`src/verilog/amr_pkg.sv`:
```
// Package for the analog monitor readout block: register map, field layout, types.
// Assumes a 32-bit APB master and a converter macro that strobes results per channel.
package amr_pkg;

	// Register byte offsets inside the block window
	localparam logic [11:0] AMR_OFF_TEMP    = 12'h200;
	localparam logic [11:0] AMR_OFF_DEDIC   = 12'h20C;
	localparam logic [11:0] AMR_OFF_AUX9    = 12'h264;
	localparam logic [11:0] AMR_OFF_AUX13   = 12'h274;
	localparam logic [31:0] AMR_BASE_ADDR   = 32'h4BB0_6000;

	// Result field layout
	localparam int          AMR_RES_MSB     = 15;
	localparam int          AMR_RES_W       = 16;
	localparam int          AMR_ACC_W       = 12;
	localparam logic [15:0] AMR_RES_RESET   = 16'h0000;

	// Converter reset pulse length in cycles
	localparam int          AMR_RST_CYCLES  = 1;

	// Channel selector as delivered by the converter macro
	typedef enum logic [1:0]
	{
		AMR_CH_TEMP  = 2'h0,
		AMR_CH_DEDIC = 2'h1,
		AMR_CH_AUX9  = 2'h2,
		AMR_CH_AUX13 = 2'h3
	} amr_chan_e;

	// One completed conversion from the macro
	typedef struct packed
	{
		logic                 valid;
		amr_chan_e            chan;
		logic [AMR_ACC_W-1:0] code;
	} amr_conv_s;

	// APB request from the master
	typedef struct packed
	{
		logic        psel;
		logic        penable;
		logic        pwrite;
		logic [11:0] paddr;
		logic [31:0] pwdata;
	} amr_apb_req_s;

endpackage : amr_pkg

```
`src/verilog/amr_readout.sv`:
```
// Analog monitor readout: APB window onto the on-chip converter results.
// Assumes conv arrives on clk from the macro; pair levels are steered by the macro mux.
// What this block does
// - Every result sits in bits 15:0 of the 32-bit register word.
// - Results are MSB-justified so the 12 accurate bits are at the top of the field.
// - Offset 0x200 returns the latest die temperature result, read-only, no reset value.
// - Any write to offset 0x20C resets the converter macro whatever the data.
// - Offset 0x264 returns the auxiliary input 9 result, zero after reset.
// - Offset 0x274 returns the auxiliary input 13 result, zero after reset.
// - Bits 31:16 have no function; writes are ignored and reads give zero here.
// - Header pair A feeds channel 13 and header pair B feeds channel 9.

// Bus timing
// The slave never stalls, so pready is tied high and every transfer is two cycles.
// Read data is taken from the result registers at the setup edge and held in prdata_ff.
// This means the access phase shows a value that cannot tear, even if a conversion
// lands in the same cycle as the access edge.
// The cost is that a conversion landing during the setup cycle is seen by the next read.
// prdata_ff keeps its value through writes and idle cycles and changes only at a read setup.
// An unmapped read answers with pslverr and zero data; an unmapped write only raises pslverr.
//
// Converter side
// The macro hands over one result per cycle at most, as a valid pulse with a channel code.
// Only the 12 accurate bits cross the interface; the low nibble is made here as zeros.
// A bus write to the dedicated register gives a one-cycle reset pulse the cycle after.
// Back-to-back writes give separate pulses, one per write, with a low cycle between them.
// The written data is dropped on purpose; no register in the window can be written.
//
// Limitations
// The temperature result has no reset, so it reads unknown until the first conversion.
// Software must wait for one temperature conversion before trusting that register.
// The converter reset pulse does not clear the stored results; they keep the last values.
`timescale 1ns/10ps
module amr_readout
	import amr_pkg::*;
(
	input  wire logic         clk,
	input  wire logic         rstn,
	input  wire amr_apb_req_s apbReq,
	output logic              pready,
	output logic              pslverr,
	output logic [31:0]       prdata,
	input  wire amr_conv_s    conv,
	output logic              convReset,
	output logic              auxSelPairA
);

	// Result storage, one 16-bit word per channel
	logic [15:0] tempRes_ff;
	logic [15:0] dedicRes_ff;
	logic [15:0] aux9Res_ff;
	logic [15:0] aux13Res_ff;
	logic [31:0] prdata_ff;
	logic        convReset_ff;

	// Address decode for the read setup edge and the access phase
	wire logic access   = apbReq.psel & apbReq.penable;
	wire logic hitTemp  = apbReq.paddr == AMR_OFF_TEMP;
	wire logic hitDedic = apbReq.paddr == AMR_OFF_DEDIC;
	wire logic hitAux9  = apbReq.paddr == AMR_OFF_AUX9;
	wire logic hitAux13 = apbReq.paddr == AMR_OFF_AUX13;
	wire logic hitAny   = hitTemp | hitDedic | hitAux9 | hitAux13;
	wire logic wrDedic  = access & apbReq.pwrite & hitDedic;

	// MSB-justify the 12 accurate bits; low bits stay zero
	wire logic [15:0] justCode = {conv.code, {(AMR_RES_W-AMR_ACC_W){1'b0}}};

	// Read mux; upper half reads zero
	wire logic [15:0] rdField = hitTemp  ? tempRes_ff  :
	                            hitDedic ? dedicRes_ff :
	                            hitAux9  ? aux9Res_ff  :
	                            hitAux13 ? aux13Res_ff : 16'h0000;
	wire logic [31:0] nxt_prdata = {16'h0000, rdField};

	// Capture strobes; only a completed conversion updates a register
	wire logic capTemp  = conv.valid & (conv.chan == AMR_CH_TEMP);
	wire logic capDedic = conv.valid & (conv.chan == AMR_CH_DEDIC);
	wire logic capAux9  = conv.valid & (conv.chan == AMR_CH_AUX9);
	wire logic capAux13 = conv.valid & (conv.chan == AMR_CH_AUX13);

	// Zero-wait slave; unmapped addresses answer with an error
	assign pready  = 1'b1;
	assign pslverr = access & ~hitAny;
	assign prdata  = prdata_ff;

	// Temperature result has no defined reset, so it needs no reset branch
	always_ff @(posedge clk)
	begin
		if (capTemp)
			tempRes_ff <= justCode;
	end

	// Channel results with reset; bus writes never touch them
	always_ff @(posedge clk or negedge rstn)
	begin
		if (!rstn)
		begin
			dedicRes_ff <= AMR_RES_RESET;
			aux9Res_ff  <= AMR_RES_RESET;
			aux13Res_ff <= AMR_RES_RESET;
		end
		else
		begin
			if (capDedic)
				dedicRes_ff <= justCode;
			if (capAux9)
				aux9Res_ff <= justCode;
			if (capAux13)
				aux13Res_ff <= justCode;
		end
	end

	// Read data registered in setup so it is valid during the access phase
	always_ff @(posedge clk or negedge rstn)
	begin
		if (!rstn)
			prdata_ff <= 32'h0000_0000;
		else if (apbReq.psel & ~apbReq.penable & ~apbReq.pwrite)
			prdata_ff <= nxt_prdata;
	end

	// One-cycle reset pulse to the macro per write to the dedicated register
	always_ff @(posedge clk or negedge rstn)
	begin
		if (!rstn)
			convReset_ff <= 1'b0;
		else
			convReset_ff <= wrDedic;
	end
	assign convReset = convReset_ff;

	// Pair A is routed to channel 13; pair B to channel 9
	assign auxSelPairA = 1'b1;

	// Write to 0x20C gives one reset pulse next cycle
	dedic_reset_a: assert property (@(posedge clk) disable iff (!rstn)
		wrDedic |=> convReset ##1 !convReset || $past(wrDedic))
		else $error("converter reset pulse missing");

	// No reset pulse without a write
	reset_cause_a: assert property (@(posedge clk) disable iff (!rstn)
		convReset |-> $past(wrDedic))
		else $error("spurious converter reset");

	// Aux 9 captures justified code
	aux9_capture_a: assert property (@(posedge clk) disable iff (!rstn)
		capAux9 |=> aux9Res_ff == {$past(conv.code), 4'h0})
		else $error("aux 9 capture wrong");

	// Aux 13 captures justified code
	aux13_capture_a: assert property (@(posedge clk) disable iff (!rstn)
		capAux13 |=> aux13Res_ff == {$past(conv.code), 4'h0})
		else $error("aux 13 capture wrong");

	// Dedicated result captures justified code
	dedic_capture_a: assert property (@(posedge clk) disable iff (!rstn)
		capDedic |=> dedicRes_ff == {$past(conv.code), 4'h0})
		else $error("dedicated capture wrong");

	// Aux 9 and aux 13 results hold when no conversion for either arrives
	result_hold_a: assert property (@(posedge clk) disable iff (!rstn)
		!capAux9 && !capAux13 |=> $stable(aux9Res_ff) && $stable(aux13Res_ff))
		else $error("result changed without conversion");

	// Aux 9 and dedicated low nibbles always zero
	msb_justify_a: assert property (@(posedge clk) disable iff (!rstn)
		aux9Res_ff[3:0] == 4'h0 && dedicRes_ff[3:0] == 4'h0)
		else $error("result not MSB-justified");

	// Upper half reads zero during access
	upper_zero_a: assert property (@(posedge clk) disable iff (!rstn)
		access |-> prdata[31:16] == 16'h0000)
		else $error("upper bits not zero");

	// Read of aux 13 returns the stored value
	aux13_read_a: assert property (@(posedge clk) disable iff (!rstn)
		access && !apbReq.pwrite && hitAux13 && $past(!capAux13)
		|-> prdata[15:0] == aux13Res_ff)
		else $error("aux 13 read wrong");

	// Read of aux 9 returns the stored value
	aux9_read_a: assert property (@(posedge clk) disable iff (!rstn)
		access && !apbReq.pwrite && hitAux9 && $past(!capAux9)
		|-> prdata[15:0] == aux9Res_ff)
		else $error("aux 9 read wrong");

	// Read of the dedicated input returns the stored value
	dedic_read_a: assert property (@(posedge clk) disable iff (!rstn)
		access && !apbReq.pwrite && hitDedic && $past(!capDedic)
		|-> prdata[15:0] == dedicRes_ff)
		else $error("dedicated read wrong");

	// Read of the temperature returns the stored value
	temp_read_a: assert property (@(posedge clk) disable iff (!rstn)
		access && !apbReq.pwrite && hitTemp && $past(!capTemp)
		|-> prdata[15:0] == tempRes_ff)
		else $error("temperature read wrong");

	// Temperature result captures justified code
	temp_capture_a: assert property (@(posedge clk) disable iff (!rstn)
		capTemp |=> tempRes_ff == {$past(conv.code), 4'h0})
		else $error("temperature capture wrong");

	// Dedicated result holds when no conversion for it arrives
	dedic_hold_a: assert property (@(posedge clk) disable iff (!rstn)
		!capDedic |=> $stable(dedicRes_ff))
		else $error("dedicated result changed without conversion");

	// Aux 13 low nibble always zero
	aux13_justify_a: assert property (@(posedge clk) disable iff (!rstn)
		aux13Res_ff[3:0] == 4'h0)
		else $error("aux 13 result not MSB-justified");

	// Unmapped read answers with an error and zero data
	unmapped_read_a: assert property (@(posedge clk) disable iff (!rstn)
		access && !apbReq.pwrite && !hitAny |-> pslverr && prdata == 32'h0000_0000)
		else $error("unmapped read not refused");

	// The dedicated offset never raises an error
	mapped_ok_a: assert property (@(posedge clk) disable iff (!rstn)
		access && apbReq.paddr == AMR_OFF_DEDIC |-> !pslverr)
		else $error("mapped access refused");

	// Read data changes only at a read setup edge
	prdata_hold_a: assert property (@(posedge clk) disable iff (!rstn)
		!(apbReq.psel && !apbReq.penable && !apbReq.pwrite) |=> $stable(prdata))
		else $error("read data changed outside a read setup");

	// Main scenarios
	wr_dedic_c: cover property (@(posedge clk) disable iff (!rstn) wrDedic);
	rd_temp_c:  cover property (@(posedge clk) disable iff (!rstn)
		access && !apbReq.pwrite && hitTemp);
	unmapped_c: cover property (@(posedge clk) disable iff (!rstn) pslverr);
	cap_aux_c:  cover property (@(posedge clk) disable iff (!rstn) capAux9 ##1 capAux13);
	rd_aux9_c:  cover property (@(posedge clk) disable iff (!rstn)
		access && !apbReq.pwrite && hitAux9);

endmodule : amr_readout

```
`config.mk`:
```
export PLATFORM = sky130hd
export DESIGN_NAME = amr_readout
export DESIGN_NICKNAME = d
export VERILOG_FILES = /design/src/verilog/amr_pkg.sv /design/src/verilog/amr_readout.sv
export SDC_FILE = /design/constraint.sdc
export NUM_CORES = 1
export LEC_CHECK = 0
export BUFFER_PORTS_ARGS = -buffer_cell sky130_fd_sc_hd__buf_2
export CAP_MARGIN = 20
export CORE_MARGIN = 8
export CORE_UTILIZATION = 50
export CTS_BUF_LIST = sky130_fd_sc_hd__clkbuf_16
export CTS_CLUSTER_DIAMETER = 40
export DETAILED_ROUTE_END_ITERATION = 8
export GPL_TIMING_DRIVEN = 0
export PLACE_DENSITY = 0.91
export SLEW_MARGIN = 20
export SYNTH_ARGS = -nofsm -noshare
export SYNTH_HDL_FRONTEND = slang
export SYNTH_SLANG_ARGS = --single-unit
```
`constraint.sdc`:
```
create_clock -name clk -period 2 [get_ports clk]
set_input_delay 0.4 -clock clk [delete_from_list [all_inputs] [get_ports clk]]
set_output_delay 0.4 -clock clk [all_outputs]
set_load 0.01 [all_outputs]
```
==> impl_summary.txt, run 1 <==
----------------------------------------------------
[Die]
  Core area ... 5510 µm²
  Floorplan row count ... 27
  Initial Utilization ... 52.0%
  Top-level port count ... 100
  Die Span X ... 91.7 µm
  Height of the chip ... 91.7 µm
  Die area ... 8400 µm²

[CTS]
  H-tree depth ... 3
  Maximum number of buffers from clock root to sink ... 2
  Clk sink count ... 61
  Reg clk slew, reported paths ... 0.05 ns
  Post-CTS setup buffers ... 0
  CTS Buf Count ... 9
  TritonCTS clock tree ... built
  Cell at the root of the clock tree ... sky130_fd_sc_hd__clkbuf_16
  Number of instances resized during post-cts repair ... 0
  Worst-skew pair later-pin latency ... 0.32 ns
  Hold-fix buffer count after cts ... 0

[Critical path]
  Biggest fanout along the worst timing path ... 10
  Startpoint type of the worst setup path ... primary input
  Arrival @ worst endpoint ... 1.48 ns
  Critical path capture point type ... output port
  Worst endpoint required time ... 1.60 ns
  Crit Path Category ... in -> out

[Power and ir drop]
  Power per Cell Area ... 903 nW/µm²
  Net load switching power ... 742 µW
  Worst supply voltage drop on vdd ... 544 µV
  Share of power burned in combinational logic ... 12.4%
  Clock power share ... 40.4%
  Share of total power consumed by net switching ... 23.3%
  Total power consumption of the routed design ... 3180 µW
  Static Leak ... 0.00165 µW
  Fraction of power consumed by sequential logic ... 47.2%
  Internal power summed over all cells ... 2440 µW

[Drt]
  Starting DRC count in detailed routing ... 95
  WL per Instance ... 17.3 µm
  # DRC ... 0
  Via count ... 2018
  Via density ... 5.27
  Count of antenna-violating nets left after detailed routing ... 0
  Detailed-route wire length ... 6610 µm
  Number of iterations in the first detailed-routing pass ... 4

[STA]
  Tightest Pin Transition ... 0.630 ns
  Crit path time final ... 1.88 ns
  Final hold vios ... 0
  Slew Viols, Final ... 0
  Final Cycle Share ... 94.0%
  Final count of negative-setup-slack endpoints ... 0
  Worst max-slew margin expressed relative to the limit ... 57.8%
  Worst hold slack after final layout ... 0.0970 ns
  Unrepaired setup endpoints after global routing ... no
  Final Skew ... 0.00281 ns
  Achievable clock frequency ... 532 MHz

[Outcome]
  Result of the run ... completed

[Final layout]
  Layout cells sized above 1 ... 41.2%
  Total Nets Final ... 370
  Area growth syn-to-layout ... 23.0%
  Antenna cells ... 0

[Global routing]
  Remaining global-route overflow ... 0
  First-pass GRT wire length ... 10600 µm
  Via count of the first global-routing pass ... 2180
  Antenna violations before repair ... 0
  GR Util All Layers ... 16.4%
  Maximum number of pins on one net before global-route repair ... 50

[Yosys]
  Share of Yosys cell area claimed by the top area cell type ... 42.8%
  Synthesis-stage register bit count ... 61
  Synth area leader ... sky130_fd_sc_hd__dfrtp_1
  Most instantiated cells after synthesis ... 49 x sky130_fd_sc_hd__dfrtp_1, 36 x sky130_fd_sc_hd__mux2_2, 23 x sky130_fd_sc_hd__buf_4
  Synth Instances ... 230
  Most instantiated library cell after synthesis ... sky130_fd_sc_hd__dfrtp_1
  Leading register cell type out of synthesis ... sky130_fd_sc_hd__dfrtp_1
  Count of synthesis-stage warnings from yosys ... 0
  Post-synthesis sequential area ratio ... 55.4%
  Post-synthesis instance area ... 2860 µm²
  Number of library cell types mapped by synthesis ... 28
  Mean area per synthesized cell ... 12.4 µm²
  Main area contributors after synthesis ... sky130_fd_sc_hd__dfrtp_1 43%, sky130_fd_sc_hd__mux2_2 14%, sky130_fd_sc_hd__edfxtp_1 13%
  Number of enable flip-flop cells after synthesis ... 12
  FFs w/ async S/R, synth ... 80.3%

[Run]
  Count of maximum capacitance violations ... 0

[Min path]
  Worst min path class ... in -> async

[Placement]
  Placed wire-length estimate ... 4530 µm
  Port Buffer Count ... 44
  Final weighted congestion in routability-driven placement ... 0.769

----------------------------------------------------
[critical path, stage by stage]
cell	delay, ns
sky130_fd_sc_hd__buf_2	0.11
sky130_fd_sc_hd__and2_1	0.22
sky130_fd_sc_hd__buf_2	0.23
sky130_fd_sc_hd__o21ai_0	0.17
sky130_fd_sc_hd__nand2_1	0.07
sky130_fd_sc_hd__a31oi_1	0.12
sky130_fd_sc_hd__buf_2	0.15
[kinds of logic after synthesis]
kind of cell           after synthesis  synth area share (%)
AO/OA/AOI/OAI                       38                  9.31
buffers and inverters               34                  8.48
flip-flops                          61                  55.4
multiplexers                        48                  18.4
other                                2                 0.262
AND/OR/NAND/NOR                     47                  8.17
[routing by layer]
layer | track usage, % | up-vias | wire (µm)
met5 | 0 | - | 0
met4 | 8.73 | 0 | 139
met3 | 9.13 | 14 | 815
met2 | 26.7 | 94 | 3190
met1 | 16.4 | 974 | 2470
li1 | - | 936 | -
[power by group through the flow]
stage	Combinational (µW)	Clock (µW)	Sequential (µW)
after floorplan	275	0	1490
after global placement	366	0	1500
after detailed placement	384	0	1510
after CTS	392	1320	1500
after global routing	430	1380	1520
final	393	1290	1500
[through the flow]
stage                     std cells  area (µm²)  TNS [ns]  setup slack, ns  utilization, %
after CTS                       383        3520         0           0.0486            63.9
after floorplan                 250        2940         0            0.235               -
after detailed placement        367        3260         0            0.111            59.3
final                           383        3520         0            0.121            64.0
after global placement          366        3250     -6.04           -0.504            59.0
after global routing            383        3520         0           0.0576            64.0
[placed cells by master, fill, tap and decap left out]
cell type                   Yosys  final
sky130_fd_sc_hd__nor2_1        16     15
sky130_fd_sc_hd__nor3_4         1      1
sky130_fd_sc_hd__a31oi_1        1      1
sky130_fd_sc_hd__mux2i_1       12     12
sky130_fd_sc_hd__and3_1         1      1
sky130_fd_sc_hd__clkbuf_16      0      9
sky130_fd_sc_hd__clkinv_1       0      3
sky130_fd_sc_hd__edfxtp_1      12     12
sky130_fd_sc_hd__nor3_1         1      1
sky130_fd_sc_hd__nand4b_1       1      1
sky130_fd_sc_hd__nand2b_4       1      1
sky130_fd_sc_hd__conb_1         2     22
sky130_fd_sc_hd__nor3b_2        0      1
sky130_fd_sc_hd__buf_2          5     48
sky130_fd_sc_hd__mux2_2        36     36
sky130_fd_sc_hd__a21oi_1       12     12
sky130_fd_sc_hd__o31ai_1       12     12
sky130_fd_sc_hd__buf_4         23     24
sky130_fd_sc_hd__clkinv_2       0      1
sky130_fd_sc_hd__nand2_1       15     15
sky130_fd_sc_hd__buf_6          3      4
sky130_fd_sc_hd__dfrtp_1       49     49
sky130_fd_sc_hd__nor2_2         1      2
sky130_fd_sc_hd__nand3_1        4      4
sky130_fd_sc_hd__nand2_2        1      1
sky130_fd_sc_hd__o22a_1        12     12
sky130_fd_sc_hd__o21ai_0        1      1
sky130_fd_sc_hd__inv_1          0      3
sky130_fd_sc_hd__clkbuf_1       3      3
sky130_fd_sc_hd__nand3b_1       2      2
sky130_fd_sc_hd__nand4_1        1      1
sky130_fd_sc_hd__and2_1         1      1
[path summary, 6_finish.rpt]
check | from | end | slack (ns) | depth (start not counted)
max | apbReq[34] | pslverr | 0.12 | 7
min in group clk | conv[7] | tempRes_ff[11] | 0.29 | 1
max reg2reg | aux9Res_ff[4] | prdata[4] | 1.00 | 3
max in group asynchronous | rstn | aux13Res_ff[8] | 1.48 | 1
min | rstn | aux9Res_ff[4] | 0.1 | 1
min reg2reg | prdata[6] | prdata[6] | 0.47 | 2
[cell type report]
type | count | area (µm²)
fillers | 430 | 1980
flip-flops and latches | 61 | 1590
multi-input cells | 155 | 1120
plain buffers | 34 | 243
repair buffers | 45 | 234
clock buffers | 9 | 225
well taps | 72 | 90.1
clock inverters | 7 | 27.5
[sequential cells by signal, indices dropped and copies added, names as in the netlist]
signal	flops
aux13Res_ff	12
aux9Res_ff	12
convReset	1
dedicRes_ff	12
prdata	12
tempRes_ff	12
Note: power is estimated with default switching activity, not from simulation.
==> run 2: changes to the inputs <==
CORE_UTILIZATION = 45   (was 50)
PLACE_DENSITY = 0.87   (was 0.91)
clock period = 1.7 ns   (was 2 ns; I/O delays follow)
==> run 2 against run 1 <==
Clock power increased by 30%. Clock skew increased by 0.0030 ns. Cell area increased by 1.1%. Non-clock buffer count decreased by 1. Sequential cell count unchanged. Wire length increased by 2.1%. Global-route usage decreased by 0.77 points.
==> impl_summary.txt, run 2 (same netlist as run 1, synthesis figures left out) <==
----------------------------------------------------
[Outcome]
  Result of the run ... completed (unchanged)

[CTS]
  Clk sink count ... 61 (unchanged)
  Post-CTS setup buffers ... 0 (unchanged)
  Worst-skew pair later-pin latency ... 0.32 ns (about the same)
  CTS Buf Count ... 9 (unchanged)
  H-tree depth ... 3 (unchanged)
  TritonCTS clock tree ... built (unchanged)
  Reg clk slew, reported paths ... 0.05 ns (about the same)
  Maximum number of buffers from clock root to sink ... 2 (unchanged)
  Cell at the root of the clock tree ... sky130_fd_sc_hd__clkbuf_16 (unchanged)

[Final layout]
  Area growth syn-to-layout ... 24.4% (was 23.0%)
  Total Nets Final ... 369 (was 370)
  Area of the multi-input gates ... 1130 µm² (was 1120 µm²)
  Area of all sequential standard cells ... 1590 µm² (unchanged)
  Antenna cells ... 0 (unchanged)
  Fill cell instance count of the final layout ... 515 (was 430)
  Post-route cell area ... 3560 µm² (was 3520 µm²)
  Commonest non-fill, non-tap cells in the layout ... 49 x sky130_fd_sc_hd__dfrtp_1, 46 x sky130_fd_sc_hd__buf_2, 36 x sky130_fd_sc_hd__mux2_2 (was 49 x sky130_fd_sc_hd__dfrtp_1, 48 x sky130_fd_sc_hd__buf_2, 36 x sky130_fd_sc_hd__mux2_2)
  Layout cells sized above 1 ... 41.6% (was 41.2%)
  Most common library cell in the layout ignoring fill and taps ... sky130_fd_sc_hd__dfrtp_1 (unchanged)

[Critical path]
  Ordered cell list for the critical path ... buf_2, and2_2, buf_6, o21ai_2, nand2_1, a31oi_1, buf_2 (was buf_2, and2_1, buf_2, o21ai_0, nand2_1, a31oi_1, buf_2)
  Crit Path Category ... in -> out (unchanged)
  CP max stage cell ... sky130_fd_sc_hd__and2_2 (was sky130_fd_sc_hd__buf_2)
  Largest incremental delay on the critical path ... 0.23 ns (about the same)
  Critical path capture point type ... output port (unchanged)
  Startpoint type of the worst setup path ... primary input (unchanged)
  Cell with the most instances on the worst path ... sky130_fd_sc_hd__buf_2 (unchanged)
  Biggest fanout along the worst timing path ... 10 (unchanged)
  Arrival @ worst endpoint ... 1.28 ns (was 1.48 ns)
  Worst endpoint required time ... 1.36 ns (was 1.60 ns)

[Placement]
  Placed Instance Area ... 3260 µm² (about the same)
  Placed wire-length estimate ... 4560 µm (was 4530 µm)
  Final weighted congestion in routability-driven placement ... 0.797 (was 0.769)
  Port Buffer Count ... 44 (unchanged)

[Run]
  Count of maximum capacitance violations ... 0 (unchanged)

[Global routing]
  Remaining global-route overflow ... 0 (unchanged)
  Maximum number of pins on one net before global-route repair ... 50 (unchanged)
  Antenna violations before repair ... 0 (unchanged)
  Via count of the first global-routing pass ... 2169 (was 2180)
  GR Util All Layers ... 15.6% (was 16.4%)
  First-pass GRT wire length ... 10700 µm (was 10600 µm)

[Power and ir drop]
  Fraction of power consumed by sequential logic ... 45.1% (was 47.2%)
  Net load switching power ... 889 µW (was 742 µW)
  Clock power share ... 43.0% (was 40.4%)
  Share of power burned in combinational logic ... 11.8% (was 12.4%)
  Static Leak ... 0.00167 µW (was 0.00165 µW)
  Internal power summed over all cells ... 3020 µW (was 2440 µW)
  Share of total power consumed by net switching ... 22.7% (was 23.3%)
  Worst supply voltage drop on vdd ... 767 µV (was 544 µV)
  Power per Cell Area ... 1100 nW/µm² (was 903 nW/µm²)

[Die]
  Initial Utilization ... 45.9% (was 52.0%)
  Top-level port count ... 100 (unchanged)
  Die area ... 9170 µm² (was 8400 µm²)
  Die Span X ... 95.8 µm (was 91.7 µm)
  Floorplan row count ... 29 (was 27)
  Height of the chip ... 95.8 µm (was 91.7 µm)
  Core area ... 6240 µm² (was 5510 µm²)

[Drt]
  # DRC ... 0 (unchanged)
  Detailed-route wire length ... 6750 µm (was 6610 µm)
  Starting DRC count in detailed routing ... 106 (was 95)
  Via count ... 2019 (was 2018)
  WL per Instance ... 17.4 µm (was 17.3 µm)
  Number of iterations in the first detailed-routing pass ... 4 (unchanged)
  Count of antenna-violating nets left after detailed routing ... 0 (unchanged)
  Via density ... 5.22 (was 5.27)

[STA]
  Slew Viols, Final ... 0 (unchanged)
  Worst hold slack after final layout ... 0.0354 ns (was 0.0970 ns)
  Unrepaired setup endpoints after global routing ... no (unchanged)
  Final Skew ... 0.00576 ns (was 0.00281 ns)
  Final count of negative-setup-slack endpoints ... 0 (unchanged)
  Final Cycle Share ... 95.3%
  Final hold vios ... 0 (unchanged)
  Worst max-slew margin expressed relative to the limit ... 47.7% (was 57.8%)
  Achievable clock frequency ... 617 MHz
  Tightest Pin Transition ... 0.783 ns (was 0.630 ns)
  Crit path time final ... 1.62 ns

[Min path]
  Worst min path class ... in -> async (unchanged)

----------------------------------------------------
## run 2: cell type report
class                      count  area share [%]
buffer                        34            7.06
clock buffer                   9            6.32
clock inverter                 7            1.48
multi-input combinational    155            31.6
sequential                    61            44.5
tap                           77            2.70
timing repair buffer          44            6.25
## run 2: power groups by stage
stage | clock network [µW] | logic (µW) | registers (µW)
3_5_place_dp | 0 | 448 | 1780
4_1_cts | 1710 | 458 | 1760
3_3_place_gp | 0 | 430 | 1770
5_1_grt | 1780 | 513 | 1780
6_report | 1680 | 463 | 1760
2_1_floorplan | 0 | 323 | 1750
## run 2: path summary, 6_finish.rpt
check	start	end	slack [ns]	cells after the start
min in group clk	conv[8]	tempRes_ff[12]	0.23	1
max	apbReq[34]	pslverr	0.08	7
max in group asynchronous	rstn	prdata[15]	1.24	1
min reg2reg	prdata[9]	prdata[9]	0.47	2
max reg2reg	aux9Res_ff[4]	prdata[4]	0.69	3
min	rstn	aux9Res_ff[6]	0.04	1
## run 2: critical path, delay by kind of cell
family	cells	cell delay, ns
buf+inv	3	0.43
simple gates	2	0.29
compound gates	2	0.22
## run 2: through the flow
step | setup slack, ns | TNS (ns) | std cells | power [µW] | utilization, %
after floorplan | 0.260 | 0 | 250 | 2080 | -
after global placement | -0.0619 | -0.783 | 371 | 2200 | 52.2
final | 0.0803 | 0 | 387 | 3910 | 57.1
after detailed placement | -0.124 | -1.68 | 371 | 2230 | 52.2
after CTS | 0.0173 | 0 | 387 | 3930 | 56.8
after global routing | 0.0128 | 0 | 387 | 4080 | 57.1
## run 2: what timing repair did
item                                    CTS  global route
endpoints found under the hold margin     0             0
gates resized for setup                   3             4
hold buffers                              0             0
endpoints found under the setup margin    1             1
## run 2: layer usage
metal | share of wire (%) | global-route usage [%]
met4 | 1.6 | 6.66
met3 | 10 | 5.85
met5 | 0 | 0
met2 | 49 | 25.8
met1 | 39 | 17.8
==> run 3: changes to the inputs <==
CORE_MARGIN = default   (was 8)
==> run 3 against run 2 <==
Cell count down 1.0%. Utilization up 1.2 points. Clock skew down 0.0012 ns. Largest power group unchanged. Non-clock buffer count down 1. First-iteration DRC count down 0.94%. Combinational power down 2%. Register-to-register slack better by 0.03 ns.
==> impl_summary.txt, run 3 (same netlist as run 1, synthesis figures left out) <==
----------------------------------------------------
[Critical path]
  Worst endpoint required time ... 1.36 ns (about the same)
  Capture instance of the worst register-to-register path ... prdata[10] (was prdata[4])
  Ordered cell list for the critical path ... buf_2, and2_2, o21ai_0, nand2_1, a31oi_1, buf_2 (was buf_2, and2_2, buf_6, o21ai_2, nand2_1, a31oi_1, buf_2)
  Startpoint type of the worst setup path ... primary input (unchanged)
  CP max stage cell ... sky130_fd_sc_hd__and2_2 (unchanged)
  Startpoint of the worst-slack reg-to-reg timing path ... aux9Res_ff[10] (was aux9Res_ff[4])
  Sum of buffers and inverters on the critical path ... 2 (was 3)
  Arrival @ worst endpoint ... 1.28 ns (about the same)
  Family with the most delay on the worst path ... simple AND/OR/NAND/NOR gates (was buffers and inverters)
  Biggest fanout along the worst timing path ... 14 (was 10)
  Cell depth of the worst flop-to-flop path ... 3 (unchanged)
  Largest incremental delay on the critical path ... 0.29 ns (was 0.23 ns)
  Setup slack of the most critical reg-to-reg path ... 0.72 ns (was 0.69 ns)
  Cell with the most instances on the worst path ... sky130_fd_sc_hd__buf_2 (unchanged)
  Critical path capture point type ... output port (unchanged)
  Crit Path Category ... in -> out (unchanged)

[Placement]
  Placed wire-length estimate ... 4010 µm (was 4560 µm)
  Port Buffer Count ... 44 (unchanged)
  Placed Instance Area ... 3260 µm² (about the same)
  Final weighted congestion in routability-driven placement ... 0.789 (was 0.797)
  Dpl ws ... -0.0738 ns (was -0.124 ns)

[CTS]
  TritonCTS clock tree ... built (unchanged)
  H-tree depth ... 3 (unchanged)
  Maximum number of buffers from clock root to sink ... 2 (unchanged)
  Hold-fix buffer count after cts ... 0 (unchanged)
  Clk sink count ... 61 (unchanged)
  Reg clk slew, reported paths ... 0.05 ns (about the same)
  Cell at the root of the clock tree ... sky130_fd_sc_hd__clkbuf_16 (unchanged)
  Worst-skew pair later-pin latency ... 0.32 ns (about the same)
  CTS Buf Count ... 9 (unchanged)

[Global routing]
  Antenna violations before repair ... 0 (unchanged)
  Maximum number of pins on one net before global-route repair ... 50 (unchanged)
  First-pass GRT wire length ... 9050 µm (was 10700 µm)
  Remaining global-route overflow ... 0 (unchanged)
  Via count of the first global-routing pass ... 1911 (was 2169)
  GR Util All Layers ... 19.3% (was 15.6%)

[Power and ir drop]
  Power per Cell Area ... 1060 nW/µm² (was 1100 nW/µm²)
  Fraction of power consumed by sequential logic ... 47.1% (was 45.1%)
  Internal power summed over all cells ... 2860 µW (was 3020 µW)
  Static Leak ... 0.00165 µW (was 0.00167 µW)
  Share of total power consumed by net switching ... 23.5% (was 22.7%)
  Share of power burned in combinational logic ... 12.2% (was 11.8%)
  Worst supply voltage drop on vdd ... 525 µV (was 767 µV)
  Clock power share ... 40.7% (was 43.0%)
  Net load switching power ... 877 µW (was 889 µW)

[Outcome]
  Result of the run ... completed (unchanged)

[Final layout]
  Total Nets Final ... 368 (was 369)
  Area growth syn-to-layout ... 22.7% (was 24.4%)
  Antenna cells ... 0 (unchanged)
  Layout cells sized above 1 ... 40.9% (was 41.6%)
  Most common library cell in the layout ignoring fill and taps ... sky130_fd_sc_hd__dfrtp_1 (unchanged)
  Fill cell instance count of the final layout ... 502 (was 515)
  Post-route cell area ... 3510 µm² (was 3560 µm²)
  Commonest non-fill, non-tap cells in the layout ... 49 x sky130_fd_sc_hd__dfrtp_1, 46 x sky130_fd_sc_hd__buf_2, 36 x sky130_fd_sc_hd__mux2_2 (unchanged)

[Drt]
  Detailed-route wire length ... 6010 µm (was 6750 µm)
  WL per Instance ... 15.7 µm (was 17.4 µm)
  Count of antenna-violating nets left after detailed routing ... 0 (unchanged)
  Number of iterations in the first detailed-routing pass ... 4 (unchanged)
  Via density ... 5.24 (was 5.22)
  Starting DRC count in detailed routing ... 105 (was 106)
  Via count ... 2006 (was 2019)
  # DRC ... 0 (unchanged)

[Die]
  Die area ... 6680 µm² (was 9170 µm²)
  Height of the chip ... 81.8 µm (was 95.8 µm)
  Die Span X ... 81.8 µm (was 95.8 µm)
  Top-level port count ... 100 (unchanged)
  Floorplan row count ... 28 (was 29)
  Core area ... 6030 µm² (was 6240 µm²)
  Initial Utilization ... 47.5% (was 45.9%)

[STA]
  Crit path time final ... 1.62 ns (about the same)
  Worst max-slew margin expressed relative to the limit ... 26.8% (was 47.7%)
  Final worst setup slack ... 0.0759 ns (was 0.0803 ns)
  Tightest Pin Transition ... 1.09 ns (was 0.783 ns)
  Final count of negative-setup-slack endpoints ... 0 (unchanged)
  Final Skew ... 0.00455 ns (was 0.00576 ns)
  Final Cycle Share ... 95.5% (was 95.3%)
  Final hold vios ... 0 (unchanged)
  Unrepaired setup endpoints after global routing ... no (unchanged)
  Slew Viols, Final ... 0 (unchanged)
  Achievable clock frequency ... 616 MHz (was 617 MHz)
  Worst hold slack after final layout ... 0.0309 ns (was 0.0354 ns)

[Run]
  Count of maximum capacitance violations ... 0 (unchanged)

[Min path]
  Worst min path class ... in -> async (unchanged)

----------------------------------------------------
==> run 3: cell count changes in the layout (fill, tap and decap cells not counted), sizes merged <==
cell    change
buf         -1
bufinv      -1
clkinv      -1
inv         +1
==> run 3: worst reg2reg max path, cell delays in order (launching register included) <==
cell	delay [ns]
sky130_fd_sc_hd__dfrtp_1	0.35
sky130_fd_sc_hd__mux2i_1	0.07
sky130_fd_sc_hd__o22a_1	0.20
sky130_fd_sc_hd__o31ai_1	0.26
==> run 3: worst max-delay path by stage <==
stage | startpoint | end | slack [ns] | cells after the start
3_5_place_dp | apbReq[35] | pslverr | -0.07 | 7
6_report | apbReq[34] | pslverr | 0.08 | 6
5_1_grt | apbReq[34] | pslverr | 0.008 | 6
2_1_floorplan | apbReq[34] | pslverr | 0.26 | 5
3_3_place_gp | apbReq[35] | pslverr | -0.07 | 7
4_1_cts | apbReq[34] | pslverr | 0.08 | 6
==> run 3: power by group through the flow <==
stage	combinational, µW	clock (µW)	sequential (µW)
detailed placement	450	0	1780
finish	456	1520	1760
global route	504	1610	1780
floorplan	323	0	1750
CTS	457	1540	1760
global placement	432	0	1770
==> run 3: through the flow <==
step                cells  utilization, %  setup TNS, ns  total power, µW
floorplan             250               -              0             2080
CTS                   383            58.2              0             3760
global placement      369            54.0         -0.528             2200
global route          383            58.3              0             3890
detailed placement    369            54.0         -0.816             2230
finish                383            58.3              0             3740
==> run 3: cell type report <==
cell class / count / area (µm²) / area share, %
Multi-Input combinational cell: 155 / 1120 / 31.9
Buffer: 33 / 240 / 6.84
Sequential cell: 61 / 1590 / 45.2
Clock buffer: 9 / 225 / 6.41
Timing Repair Buffer: 44 / 223 / 6.34
Clock inverter: 6 / 22.5 / 0.641
Tap cell: 75 / 93.8 / 2.67
==> run 3: timing repair <==
| item | in CTS | in global routing |
|---|---|---|
| buffers inserted | 0 | 0 |
| endpoints found under the hold margin | 0 | 0 |
| endpoints found under the setup margin | 1 | 1 |
| gates resized for setup | 3 | 1 |
| pin swaps | 0 | 0 |
==> run 3: routing by layer <==
metal | wire length, µm | GRT usage [%] | part of all wire, % | vias to the layer above
met3 | 363 | 5.67 | 6.0 | 10
met1 | 2580 | 22.6 | 43 | 984
met5 | 0 | 0 | 0 | -
li1 | - | - | - | 933
met4 | 89 | 8.60 | 1.5 | 0
met2 | 2980 | 32.6 | 50 | 79
